--- src/pkg/esp_pkg.sv ---
package esp_pkg;

    // ------------------------------------------------------------------
    // Bus geometry.
    // ------------------------------------------------------------------
    localparam int DATA_W    = 16;  // Full external data bus width.
    localparam int UPPER_W   = 9;   // Upper data lines shared with port F.
    localparam int UPPER_LSB = 7;   // Data line 7 is port F bit 0.

    // ------------------------------------------------------------------
    // Timing.
    // ------------------------------------------------------------------
    localparam int CLK_NS     = 20;  // Reference clock period in ns.
    localparam int STROBE_NS  = 40;  // Least strobe low time in ns.
    // Least time, so round up; never below one cycle.
    localparam int STROBE_CYC = ((STROBE_NS + CLK_NS - 1) / CLK_NS) < 1 ?
                                1 : ((STROBE_NS + CLK_NS - 1) / CLK_NS);
    localparam int CNT_W      = 8;   // Width of the strobe counter.

    // ------------------------------------------------------------------
    // Pin levels and reset values.
    // ------------------------------------------------------------------
    localparam logic STROBE_ON  = 1'b0;  // Strobes and selects, active.
    localparam logic STROBE_OFF = 1'b1;  // Strobes and selects, inactive.
    localparam logic [UPPER_W-1:0] PULLUP_RST = 9'h1FF;  // All enabled.
    localparam logic [UPPER_W-1:0] MODE_RST   = 9'h000;  // All data bus.
    localparam logic CS0_ROLE_PROG = 1'b1;  // Zero select = program sel.
    localparam logic [DATA_W-1:0]  DATA_RST   = 16'h0000;

    // ------------------------------------------------------------------
    // Access sequencer states.
    // ------------------------------------------------------------------
    typedef enum logic [1:0]
    {
        ST_IDLE   = 2'b00,
        ST_STROBE = 2'b01,
        ST_END    = 2'b10
    } esp_state_type;

    // One access request from the core side.
    typedef struct packed
    {
        logic              write;  // One for a store, zero for a read.
        logic              prog;   // One for program space, zero for data.
        logic [DATA_W-1:0] data;   // Store data, ignored on reads.
    } esp_req_type;

endpackage

--- src/esp_strobe_ctrl.sv ---
`timescale 1ns/1ps

//------------------------------------------------------------------------
// Behaviour
// Read strobe low, whole data bus input.
// Read data latched as read strobe rises.
// Store strobe low, data bus drives data.
// Memory latches on store strobe rise.
// Selects valid only while a strobe asserted.
// Drive select chooses idle drive or float.
// Program select low on program accesses.
// Zero select acts as program select.
// Upper pins reset to data bus mode.
// Clear port F bit disables pull-up.
// Set strobe bit disables strobe pull-ups.
// Data select low on data accesses.
// Idle driven strobes and selects stay high.
//------------------------------------------------------------------------
module esp_strobe_ctrl
#(
    parameter int STROBE_CYCLES = esp_pkg::STROBE_CYC
)
(
    // Clock and reset.
    input  wire logic                            i_ref_clk,
    input  wire logic                            i_rst,
    // Access request and answer.
    input  wire logic                            i_req_valid,
    input  wire esp_pkg::esp_req_type            i_req,
    output logic                                 o_req_ready,
    output logic                                 o_done,
    output logic [esp_pkg::DATA_W-1:0]           o_rd_data,
    // Configuration.
    input  wire logic                            i_bus_drive_select,
    input  wire logic                            i_cs0_role_wr,
    input  wire logic                            i_cs0_role,
    input  wire logic                            i_mode_wr,
    input  wire logic [esp_pkg::UPPER_W-1:0]     i_mode,
    input  wire logic                            i_pullup_wr,
    input  wire logic [esp_pkg::UPPER_W-1:0]     i_pullup,
    input  wire logic                            i_strobe_pud,
    // Port F.
    input  wire logic [esp_pkg::UPPER_W-1:0]     i_port_f_out,
    input  wire logic [esp_pkg::UPPER_W-1:0]     i_port_f_dir,
    output logic      [esp_pkg::UPPER_W-1:0]     o_port_f_in,
    // Data bus pins.
    input  wire logic [esp_pkg::DATA_W-1:0]      i_data,
    output logic      [esp_pkg::DATA_W-1:0]      o_data,
    output logic      [esp_pkg::DATA_W-1:0]      o_data_oe,
    // Strobe and select pins.
    output logic                                 o_read_strobe_n,
    output logic                                 o_store_strobe_n,
    output logic                                 o_strobe_oe,
    output logic                                 o_chip_select_zero_n,
    output logic                                 o_data_select_n,
    output logic                                 o_select_oe,
    // Pull-up controls.
    output logic      [esp_pkg::UPPER_W-1:0]     o_port_f_pullup_en,
    output logic                                 o_strobe_pullup_en
);

    // ------------------------------------------------------------------
    // Elaboration checks.
    // ------------------------------------------------------------------
    // The counter is eight bits wide; zero cycles would wrap LAST to 255 and strobe for 256.
    if (STROBE_CYCLES < 1 || STROBE_CYCLES > 255)
    begin : g_bad_cycles
        $error("STROBE_CYCLES must lie between 1 and 255");
    end

    localparam int UW = esp_pkg::UPPER_W;
    localparam int UL = esp_pkg::UPPER_LSB;
    localparam logic [esp_pkg::CNT_W-1:0] LAST =
        esp_pkg::CNT_W'(STROBE_CYCLES - 1);

    // ------------------------------------------------------------------
    // State.
    // ------------------------------------------------------------------
    esp_pkg::esp_state_type         state_q;   // Sequencer state.
    esp_pkg::esp_state_type         state_d;   // Its next value.
    logic [esp_pkg::CNT_W-1:0]      cnt_q;     // Strobe low cycles so far.
    esp_pkg::esp_req_type           req_q;     // Access under way.
    logic                           cs0_role_q;  // Zero select role.
    logic [UW-1:0]                  mode_q;    // One per pin: port F mode.
    logic [esp_pkg::DATA_W-1:0]     bus_out;   // Bus data before the mux.
    logic                           bus_oe;    // Bus drives the data lines.
    logic [UW-1:0]                  up_out;    // Upper pins after the mux.
    logic [UW-1:0]                  up_oe;     // Upper enables after mux.
    logic                           in_strobe; // Strobe low next cycle.
    logic                           drive_idle;  // Drive pins when idle.
    logic                           take;      // Request taken this edge.
    esp_pkg::esp_req_type           cur_req;   // Request the pins show.

    // ------------------------------------------------------------------
    // Sequencer next state.
    // ------------------------------------------------------------------
    // A request is taken only in idle, so the pins never see a new
    // access begin before the previous strobe has risen.
    always_comb
    begin
        state_d = state_q;
        unique case (state_q)
            esp_pkg::ST_IDLE:
                if (take)
                begin
                    state_d = esp_pkg::ST_STROBE;
                end
            esp_pkg::ST_STROBE:
                if (cnt_q == LAST)
                begin
                    state_d = esp_pkg::ST_END;
                end
            esp_pkg::ST_END:
                state_d = esp_pkg::ST_IDLE;
            default:
                state_d = esp_pkg::ST_IDLE;
        endcase
    end

    assign in_strobe  = (state_d == esp_pkg::ST_STROBE);
    assign drive_idle = i_bus_drive_select;
    // Ready is a flop, so the edge just after reset refuses a request.
    assign take       = o_req_ready && i_req_valid;
    // The pins change on the taking edge, before req_q holds the request,
    // so the incoming request is used directly on that edge.
    assign cur_req    = take ? i_req : req_q;

    // ------------------------------------------------------------------
    // Sequencer registers.
    // ------------------------------------------------------------------
    always_ff @(posedge i_ref_clk)
    begin
        if (i_rst)
        begin
            state_q <= esp_pkg::ST_IDLE;
            cnt_q   <= '0;
            req_q   <= '0;
        end
        else
        begin
            state_q <= state_d;
            // The count restarts each time a strobe begins.
            if (state_q == esp_pkg::ST_STROBE)
            begin
                cnt_q <= cnt_q + 1'b1;
            end
            else
            begin
                cnt_q <= '0;
            end
            if (take)
            begin
                req_q <= i_req;
            end
        end
    end

    // ------------------------------------------------------------------
    // Request handshake and read capture.
    // ------------------------------------------------------------------
    // The data pins are sampled on the edge that lifts the read strobe,
    // so the memory still drives them at the sampling instant.
    always_ff @(posedge i_ref_clk)
    begin
        if (i_rst)
        begin
            o_req_ready <= 1'b0;
            o_done      <= 1'b0;
            o_rd_data   <= esp_pkg::DATA_RST;
        end
        else
        begin
            o_req_ready <= (state_d == esp_pkg::ST_IDLE);
            o_done      <= (state_q == esp_pkg::ST_STROBE) && !in_strobe;
            if (state_q == esp_pkg::ST_STROBE && !in_strobe && !req_q.write)
            begin
                o_rd_data <= i_data;
            end
        end
    end

    // ------------------------------------------------------------------
    // Configuration registers.
    // ------------------------------------------------------------------
    always_ff @(posedge i_ref_clk)
    begin
        if (i_rst)
        begin
            cs0_role_q         <= esp_pkg::CS0_ROLE_PROG;
            mode_q             <= esp_pkg::MODE_RST;
            o_port_f_pullup_en <= esp_pkg::PULLUP_RST;
            o_strobe_pullup_en <= 1'b1;
        end
        else
        begin
            if (i_cs0_role_wr)
            begin
                cs0_role_q <= i_cs0_role;
            end
            if (i_mode_wr)
            begin
                mode_q <= i_mode;
            end
            if (i_pullup_wr)
            begin
                // Bit 0 is data line 7, bit 8 is data line 15.
                o_port_f_pullup_en <= i_pullup;
            end
            o_strobe_pullup_en <= !i_strobe_pud;
        end
    end

    // ------------------------------------------------------------------
    // Bus data before the port F mux.
    // ------------------------------------------------------------------
    // Store data stays on the bus through the end cycle, past the rising
    // edge of the store strobe, so the memory latches stable data.
    always_comb
    begin
        bus_out = cur_req.data;
        if (state_d == esp_pkg::ST_IDLE)
        begin
            bus_oe = drive_idle;
        end
        else
        begin
            bus_oe = cur_req.write;
        end
    end

    esp_upper_mux #(.WIDTH(UW)) u_upper_mux
    (
        .i_bus_out   (bus_out[UL +: UW]),
        .i_bus_oe    (bus_oe),
        .i_gpio_out  (i_port_f_out),
        .i_gpio_dir  (i_port_f_dir),
        .i_gpio_mode (mode_q),
        .o_pin_out   (up_out),
        .o_pin_oe    (up_oe)
    );

    // ------------------------------------------------------------------
    // Data pin registers.
    // ------------------------------------------------------------------
    always_ff @(posedge i_ref_clk)
    begin
        if (i_rst)
        begin
            o_data      <= esp_pkg::DATA_RST;
            o_data_oe   <= '0;
            o_port_f_in <= '0;
        end
        else
        begin
            o_data[UL-1:0]     <= bus_out[UL-1:0];
            o_data_oe[UL-1:0]  <= {UL{bus_oe}};
            o_data[UL +: UW]    <= up_out;
            o_data_oe[UL +: UW] <= up_oe;
            o_port_f_in         <= i_data[UL +: UW];
        end
    end

    // ------------------------------------------------------------------
    // Strobe and select pin registers.
    // ------------------------------------------------------------------
    // Selects fall and rise together with the strobe, so they are never
    // seen active outside a strobe.
    always_ff @(posedge i_ref_clk)
    begin
        if (i_rst)
        begin
            o_read_strobe_n      <= esp_pkg::STROBE_OFF;
            o_store_strobe_n     <= esp_pkg::STROBE_OFF;
            o_chip_select_zero_n <= esp_pkg::STROBE_OFF;
            o_data_select_n      <= esp_pkg::STROBE_OFF;
            o_strobe_oe          <= 1'b0;
            o_select_oe          <= 1'b0;
        end
        else
        begin
            o_read_strobe_n  <= (in_strobe && !cur_req.write) ?
                                esp_pkg::STROBE_ON : esp_pkg::STROBE_OFF;
            o_store_strobe_n <= (in_strobe && cur_req.write) ?
                                esp_pkg::STROBE_ON : esp_pkg::STROBE_OFF;
            o_chip_select_zero_n <=
                (in_strobe && cur_req.prog && cs0_role_q) ?
                esp_pkg::STROBE_ON : esp_pkg::STROBE_OFF;
            o_data_select_n  <= (in_strobe && !cur_req.prog) ?
                                esp_pkg::STROBE_ON : esp_pkg::STROBE_OFF;
            // Idle pins float unless drive select holds them high.
            o_strobe_oe <= (state_d != esp_pkg::ST_IDLE) || drive_idle;
            o_select_oe <= (state_d != esp_pkg::ST_IDLE) || drive_idle;
        end
    end

endmodule

--- src/esp_upper_mux.sv ---
`timescale 1ns/1ps

// Selects, per upper data pin, between the memory bus and port F.
module esp_upper_mux
#(
    parameter int WIDTH = esp_pkg::UPPER_W
)
(
    // Memory bus side.
    input  wire logic [WIDTH-1:0] i_bus_out,
    input  wire logic             i_bus_oe,
    // Port F side.
    input  wire logic [WIDTH-1:0] i_gpio_out,
    input  wire logic [WIDTH-1:0] i_gpio_dir,
    input  wire logic [WIDTH-1:0] i_gpio_mode,
    // Pin side.
    output logic      [WIDTH-1:0] o_pin_out,
    output logic      [WIDTH-1:0] o_pin_oe
);

    // ------------------------------------------------------------------
    // Per pin selection.
    // ------------------------------------------------------------------
    // Each pin is handed over on its own, so a mixed setting is legal.
    for (genvar g = 0; g < WIDTH; g++)
    begin : g_pin
        assign o_pin_out[g] = i_gpio_mode[g] ? i_gpio_out[g] : i_bus_out[g];
        assign o_pin_oe[g]  = i_gpio_mode[g] ? i_gpio_dir[g] : i_bus_oe;
    end

endmodule
--- config.mk ---
export PLATFORM = sky130hd
export DESIGN_NAME = esp_strobe_ctrl
export DESIGN_NICKNAME = d
export VERILOG_FILES = /design/src/pkg/esp_pkg.sv /design/src/esp_strobe_ctrl.sv /design/src/esp_upper_mux.sv
export SDC_FILE = /design/constraint.sdc
export NUM_CORES = 1
export LEC_CHECK = 0
export BUFFER_PORTS_ARGS = -buffer_cell sky130_fd_sc_hd__clkbuf_2
export CAP_MARGIN = 25
export CORE_MARGIN = 8
export CORE_UTILIZATION = 43
export CTS_CLUSTER_DIAMETER = 60
export DETAILED_ROUTE_END_ITERATION = 10
export PLACE_DENSITY = 0.84
export SYNTH_ARGS = -nofsm -noshare
export SYNTH_HDL_FRONTEND = slang
export SYNTH_SLANG_ARGS = --single-unit
--- constraint.sdc ---
create_clock -name i_ref_clk -period 1.8 [get_ports i_ref_clk]
set_input_delay 0 -clock i_ref_clk [delete_from_list [all_inputs] [get_ports i_ref_clk]]
set_output_delay 0 -clock i_ref_clk [all_outputs]
set_load 0.1 [all_outputs]
== Word-level counts from Yosys, hierarchy flattened ==
Cells that the tools add are included.

* Latch bits: 0
* Input port bits: 79
* ROM bits: 0
* Output and inout port bits: 75
* RAM bits: 0
* Memories kept: 0
* Flip-flop bits (word level): 112

* Shift operators: 0
* Equality and inequality tests: 3
* Multiplexer cells: 27
* Multipliers: 0
* Order comparisons: 0
* Reductions and logical operators: 18
* Bitwise operators: 1
* Div/mod/pow operators: 0
* Add/sub/neg operators: 1

{| class="wikitable"
|+ Operators with widths
! operator !! count
|-
| 2-to-1 mux 1 bit || 23
|-
| 2-to-1 mux 18 bit || 1
|-
| adder 8 x 1 -> 8 bit, second input constant || 1
|-
| equality test 8 x 1 -> 1 bit, second input constant || 1
|-
| logical AND 1 bit || 8
|-
| logical NOT 1 bit || 5
|-
| equality test 2 x 1 -> 1 bit, second input constant || 2
|-
| logical NOT 2 bit || 2
|-
| 2-to-1 mux 2 bit || 2
|-
| one-hot mux 2 bit (2 select lines) || 1
|-
| nonzero test 2 bit || 1
|-
| OR reduction 2 bit || 1
|-
| logical OR 1 bit || 1
|-
| NOT 1 bit || 1
|}

== Longest topological paths before layout ==
* Word-level depth: 7
* Gate-level depth with buffers: 8
* Mapped depth without buffers: 6

== Hierarchy ==
A second synthesis with hierarchy kept.

* Cell total of the unflattened synthesis: 351
* Area, all modules: 3733.6 µm²

{| class="wikitable"
|+ By module, submodules not included
! module !! cells an instance !! times used !! sequential area each (µm²) !! area an instance (µm²)
|-
| esp_strobe_ctrl || 333 || 1 || 1981.9 || 3530.9
|-
| esp_upper_mux || 18 || 1 || 0.0 || 202.7
|}

== Worst setup path before layout ==
No wires, ideal clock.

* Path type: flip-flop to flip-flop
* Start point: register o_req_ready
* End point: register o_data[14] (netlist bit)
* Stages on the path, launching flop included: 7
* Library setup time: 128 ps
* Period minus slack after synthesis: 2270 ps
* Arrival: 2142 ps
* Buffers on the path: 2
* Path slack: -470 ps
* Path through: dfxtp_1 > and2_1 > buf_2 > clkbuf_1 > mux2i_1 > o21a_1 > nor2_1

* Cells in the longest elaborated chain, start to end: 3

{| class="wikitable"
|+ RTL lines
! item !! RTL line !! RTL
|-
| start, declared || esp_strobe_ctrl.sv:30 || <nowiki>output logic o_req_ready,</nowiki>
|-
| start signal, assigned || esp_strobe_ctrl.sv:173 || <nowiki>o_req_ready <= (state_d == esp_pkg::ST_IDLE);</nowiki>
|-
| logical AND 1 bit || esp_strobe_ctrl.sv:123 || <nowiki>assign take = o_req_ready && i_req_valid;</nowiki>
|-
| 2-to-1 mux 18 bit || n/a ||
|-
| 2-to-1 mux 1 bit || esp_upper_mux.sv:27 || <nowiki>assign o_pin_out[g] = i_gpio_mode[g] ? i_gpio_out[g] : i_bus_out[g];</nowiki>
|-
| end signal, assigned || esp_strobe_ctrl.sv:249 || <nowiki>o_data <= esp_pkg::DATA_RST;</nowiki>
|-
| end signal, assigned by index || esp_strobe_ctrl.sv:255 || <nowiki>o_data[UL-1:0] <= bus_out[UL-1:0];</nowiki>
|-
| end signal, assigned by index || esp_strobe_ctrl.sv:257 || <nowiki>o_data[UL +: UW] <= up_out;</nowiki>
|-
| end, declared || esp_strobe_ctrl.sv:48 || <nowiki>output logic [esp_pkg::DATA_W-1:0] o_data,</nowiki>
|}

No other way between the ends.
A chain may end at the register's enable or synchronous reset.

== Final worst setup path ==
* Start point: register cnt_q[6] (netlist bit)
* End point: register o_rd_data[2] (netlist bit)

* Cells in the longest elaborated chain, start to end: 7

{| class="wikitable"
|+ RTL lines
! item !! RTL line !! RTL
|-
| start, declared || esp_strobe_ctrl.sv:81 || <nowiki>logic [esp_pkg::CNT_W-1:0] cnt_q;</nowiki>
|-
| start signal, assigned || esp_strobe_ctrl.sv:145 || <nowiki>cnt_q <= cnt_q + 1'b1;</nowiki>
|-
| equality test 8 x 1 -> 1 bit || esp_strobe_ctrl.sv:109 || <nowiki>if (cnt_q == LAST)</nowiki>
|-
| 2-to-1 mux 2 bit || esp_strobe_ctrl.sv:109 ||
|-
| one-hot mux 2 bit (2 select lines) || esp_strobe_ctrl.sv:102 || <nowiki>unique case (state_q)</nowiki>
|-
| equality test 2 x 1 -> 1 bit || esp_strobe_ctrl.sv:120 || <nowiki>assign in_strobe = (state_d == esp_pkg::ST_STROBE);</nowiki>
|-
| logical NOT 1 bit || esp_strobe_ctrl.sv:175 || <nowiki>if (state_q == esp_pkg::ST_STROBE && !in_strobe && !req_q.write)</nowiki>
|-
| logical AND 1 bit (2 in a row) || esp_strobe_ctrl.sv:175 ||
|-
| end signal, assigned || esp_strobe_ctrl.sv:169 || <nowiki>o_rd_data <= esp_pkg::DATA_RST;</nowiki>
|-
| end signal, assigned || esp_strobe_ctrl.sv:177 || <nowiki>o_rd_data <= i_data;</nowiki>
|-
| end, declared || esp_strobe_ctrl.sv:32 || <nowiki>output logic [esp_pkg::DATA_W-1:0] o_rd_data,</nowiki>
|}

No other way between the ends.

==> results.sh <==
export IMPL_design_area_um2=5450
export IMPL_ios=154
export IMPL_drive_gt1_frac=0.373
export IMPL_gr_usage_all_layers=0.188
export IMPL_syn_nets=446
export IMPL_end_kind="register"
export IMPL_slew_viol_final=0
export IMPL_peakVddDrop_mv=0.371
export IMPL_post_route_drc_count=0
export IMPL_async_flop_share=0
export IMPL_clock_fmax_mhz=539
export IMPL_dpl_hpwl_um=6820
export IMPL_dr_pass1_iters=4
export IMPL_avgViaCountPerCell=4.89
export IMPL_ff2ff_setup_slack_ps=-50
export IMPL_root_buffer="clkbuf_8"
export IMPL_violations="setup timing"
export IMPL_relSlewSlack=0.614
export IMPL_setup_viol=15
export IMPL_hold_depth=2
export IMPL_layout_cells_non_filler=701
export IMPL_power_frac_comb=0.261
export IMPL_placed_cells=606
export IMPL_vias=3429
export IMPL_p_int_mw=3.24
export IMPL_rows=33
export IMPL_grt_max_degree=67
export IMPL_critPathArrivalTime_ps=2100
export IMPL_ant_nets=0
export IMPL_grt_pass1_wl_um=17300
export IMPL_syn_to_final_growth_pct=50.9
export IMPL_cts_clk_slew_worst_paths_ps=90
export IMPL_post_drt_wl_per_cell_um=16.0
export IMPL_globalplace_congestion=0.773
export IMPL_post_route_min_period_ps=1850
export IMPL_die_w_um=108
export IMPL_p_sw_frac=0.357
export IMPL_pre_cts_ws_ps=-57.2
export IMPL_min_from="i_rst"
export IMPL_syn_cell_area_um2=3610
export IMPL_start_kind="register"
export IMPL_finalCritPeriodShare=1.03
export IMPL_place_area_um2=4420
export IMPL_start_util=0.442
export IMPL_yosys_register_bits=99
export IMPL_synth_cell_types=35
export IMPL_cts_buffers=9
export IMPL_wirelength_um=11200
export IMPL_hold_path_endpoint="req_q[16]"
export IMPL_rsz0062_at_grt="true"
export IMPL_skew_ps=14.2
export IMPL_clk_latency_ps=360
export IMPL_yosysWarnings=0
export IMPL_reg2reg_depth=4
export IMPL_overflow=0
export IMPL_io_buffers=153
export IMPL_r2r_start="cnt_q[6]"
export IMPL_p_per_area_nw_per_um2=923
export IMPL_p_sw_mw=1.79
export IMPL_outcome="finished with violations"
export IMPL_cts_sinks=99
export IMPL_clockPowerShare=0.270
export IMPL_cts_max_level=3
export IMPL_synthCells=365
export IMPL_pwr_share_seq=0.469
export IMPL_cts_tree="yes"
export IMPL_antenna_found_initial=1
export IMPL_hold_class="in2reg"
export IMPL_finalHoldViolations=0
export IMPL_max_cap_viol_count=0
export IMPL_leakage_nw=2.40
export IMPL_cp_data_required_time_ps=2040
export IMPL_grt_pass1_vias=3590
export IMPL_cts_max_path_buffers=2
export IMPL_fin_nets=671
export IMPL_ys_seq_area_frac=0.549
export IMPL_whs_ps=64.8
export IMPL_synth_edf_count=0
export IMPL_setup_slack_ps=-53.9
export IMPL_cp_max_fo=8
export IMPL_timing_worst_setup_path_type="reg2reg"
export IMPL_coreArea_um2=8180
export IMPL_drtIter0Drc=86
export IMPL_die_y_um=108
export IMPL_r2r_end="o_rd_data[2]"
export IMPL_synth_area_per_cell_um2=9.90
export IMPL_dieArea_um2=11600
export IMPL_tightest_slew_ps=582
export IMPL_dominantRegCellSynth="dfxtp_1"
==> flip-flops by register name, indices dropped and copies added, names as in the netlist <==
register              cells
cs0_role_q                1
o_strobe_pullup_en        1
o_data_select_n           1
o_select_oe               1
o_port_f_pullup_en        9
o_port_f_in               9
mode_q                    9
o_done                    1
cnt_q                     8
o_read_strobe_n           1
o_data_oe                10
o_chip_select_zero_n      1
o_store_strobe_n          1
state_q                   2
o_rd_data                16
o_req_ready               1
req_q                    18
o_data                    9
==> layout by cell type, fill, tap and decap left out, types with 2 or more instances in the layout <==
master and instances:
inv_1 2, nand2_2 13, buf_12 2, o21ai_0 11, clkinv_4 2, a21oi_1 13
mux2i_1 20, nor3_1 3, dfxtp_1 96, xnor2_1 2, nand3_1 3, nand2_1 48
xor2_1 2, dlygate4sd3_1 75, o21a_1 9, clkbuf_8 11, nand2b_1 3, nor2b_1 19
a211o_1 10, or4_4 3, nor2_1 41, dfxtp_2 2, nand3b_1 10, buf_4 10
clkbuf_2 152, a21oi_2 12, buf_6 2
==> power by group through the flow <==
stage / registers (mW) / logic (mW) / clock network [mW]
3_3_place_gp: 2.40 / 1.15 / 0
5_1_grt: 2.37 / 1.37 / 1.47
3_5_place_dp: 2.40 / 1.16 / 0
4_1_cts: 2.35 / 1.29 / 1.39
2_1_floorplan: 2.94 / 0.403 / 0
6_report: 2.36 / 1.31 / 1.36
==> cell type report <==
| cell class | count | area [µm²] |
|---|---|---|
| well taps | 105 | 131 |
| multi-input cells | 234 | 1450 |
| inverters | 3 | 11.3 |
| repair buffers | 243 | 1680 |
| fillers | 631 | 2730 |
| clock buffers | 12 | 155 |
| diodes | 1 | 2.50 |
| clock inverters | 4 | 33.8 |
| flip-flops and latches | 99 | 1990 |
==> critical path, stage by stage (launching register included) <==
cell and delay (ps):
dfxtp_1 320, or4_4 570, or4_4 630, nand2_1 160
a21oi_2 60
==> metrics by stage <==
step,power [mW],util,TNS [ps]
6_report,5.03,0.667,-299
5_1_grt,5.21,0.667,-1050
4_1_cts,5.03,0.658,-26.3
3_5_place_dp,3.56,0.541,-484
3_3_place_gp,3.55,0.541,-3.98
2_1_floorplan,3.35,-,-994
==> routing by layer <==
| layer | global-route usage | wire length (µm) |
|---|---|---|
| met2 | 0.322 | 5660 |
| met4 | 0.136 | 553 |
| met1 | 0.197 | 4320 |
| met5 | 0 | 0 |
| met3 | 0.0455 | 656 |
==> cell usage after synthesis (3+ instances only) <==
| cell | count | area share |
|---|---|---|
| nand2_1 | 52 | 0.054 |
| nor3_1 | 3 | 0.0042 |
| a21oi_1 | 15 | 0.021 |
| mux2i_1 | 20 | 0.055 |
| nand2_2 | 10 | 0.017 |
| nand3b_1 | 10 | 0.021 |
| nand3_1 | 3 | 0.0042 |
| inv_1 | 3 | 0.0031 |
| a211o_1 | 10 | 0.024 |
| nand2b_1 | 3 | 0.0052 |
| nor2b_1 | 19 | 0.033 |
| a21oi_2 | 10 | 0.024 |
| o21ai_0 | 11 | 0.015 |
| dfxtp_1 | 99 | 0.55 |
| nor2_1 | 41 | 0.043 |
| buf_4 | 14 | 0.029 |
| o21a_1 | 9 | 0.019 |
| clkbuf_1 | 9 | 0.0094 |
==> logic make-up after synthesis <==
| logic type | after synthesis | synth area share |
|---|---|---|
| simple gates | 148 | 0.201 |
| flops | 99 | 0.549 |
| compound gates | 58 | 0.111 |
| buf+inv | 33 | 0.0637 |
| mux | 21 | 0.0585 |
| xor+xnor | 4 | 0.00970 |
| fa+ha+maj | 2 | 0.00693 |
==> how the worst max path moves through the flow <==
stage	end	startpoint	cells past startpoint	slack (ps)
after floorplan	o_rd_data[12]	cnt_q[1]	8	-100
after global placement	o_rd_data[2]	cnt_q[1]	6	-2
after detailed placement	o_rd_data[1]	cnt_q[1]	6	-60
after CTS	o_rd_data[5]	cnt_q[1]	8	-7
after global routing	o_rd_data[2]	cnt_q[6]	4	-110
final	o_rd_data[2]	cnt_q[6]	4	-50
==> repair_timing <==
item	CTS	global route
gates resized for setup	3	10
endpoints found under the setup margin	16	20
buffers inserted	0	1
gates cloned	1	1
hold endpoints to repair	84	0
pin swaps	4	6
hold buffers	75	0
Power figures use the tool's default switching activity.
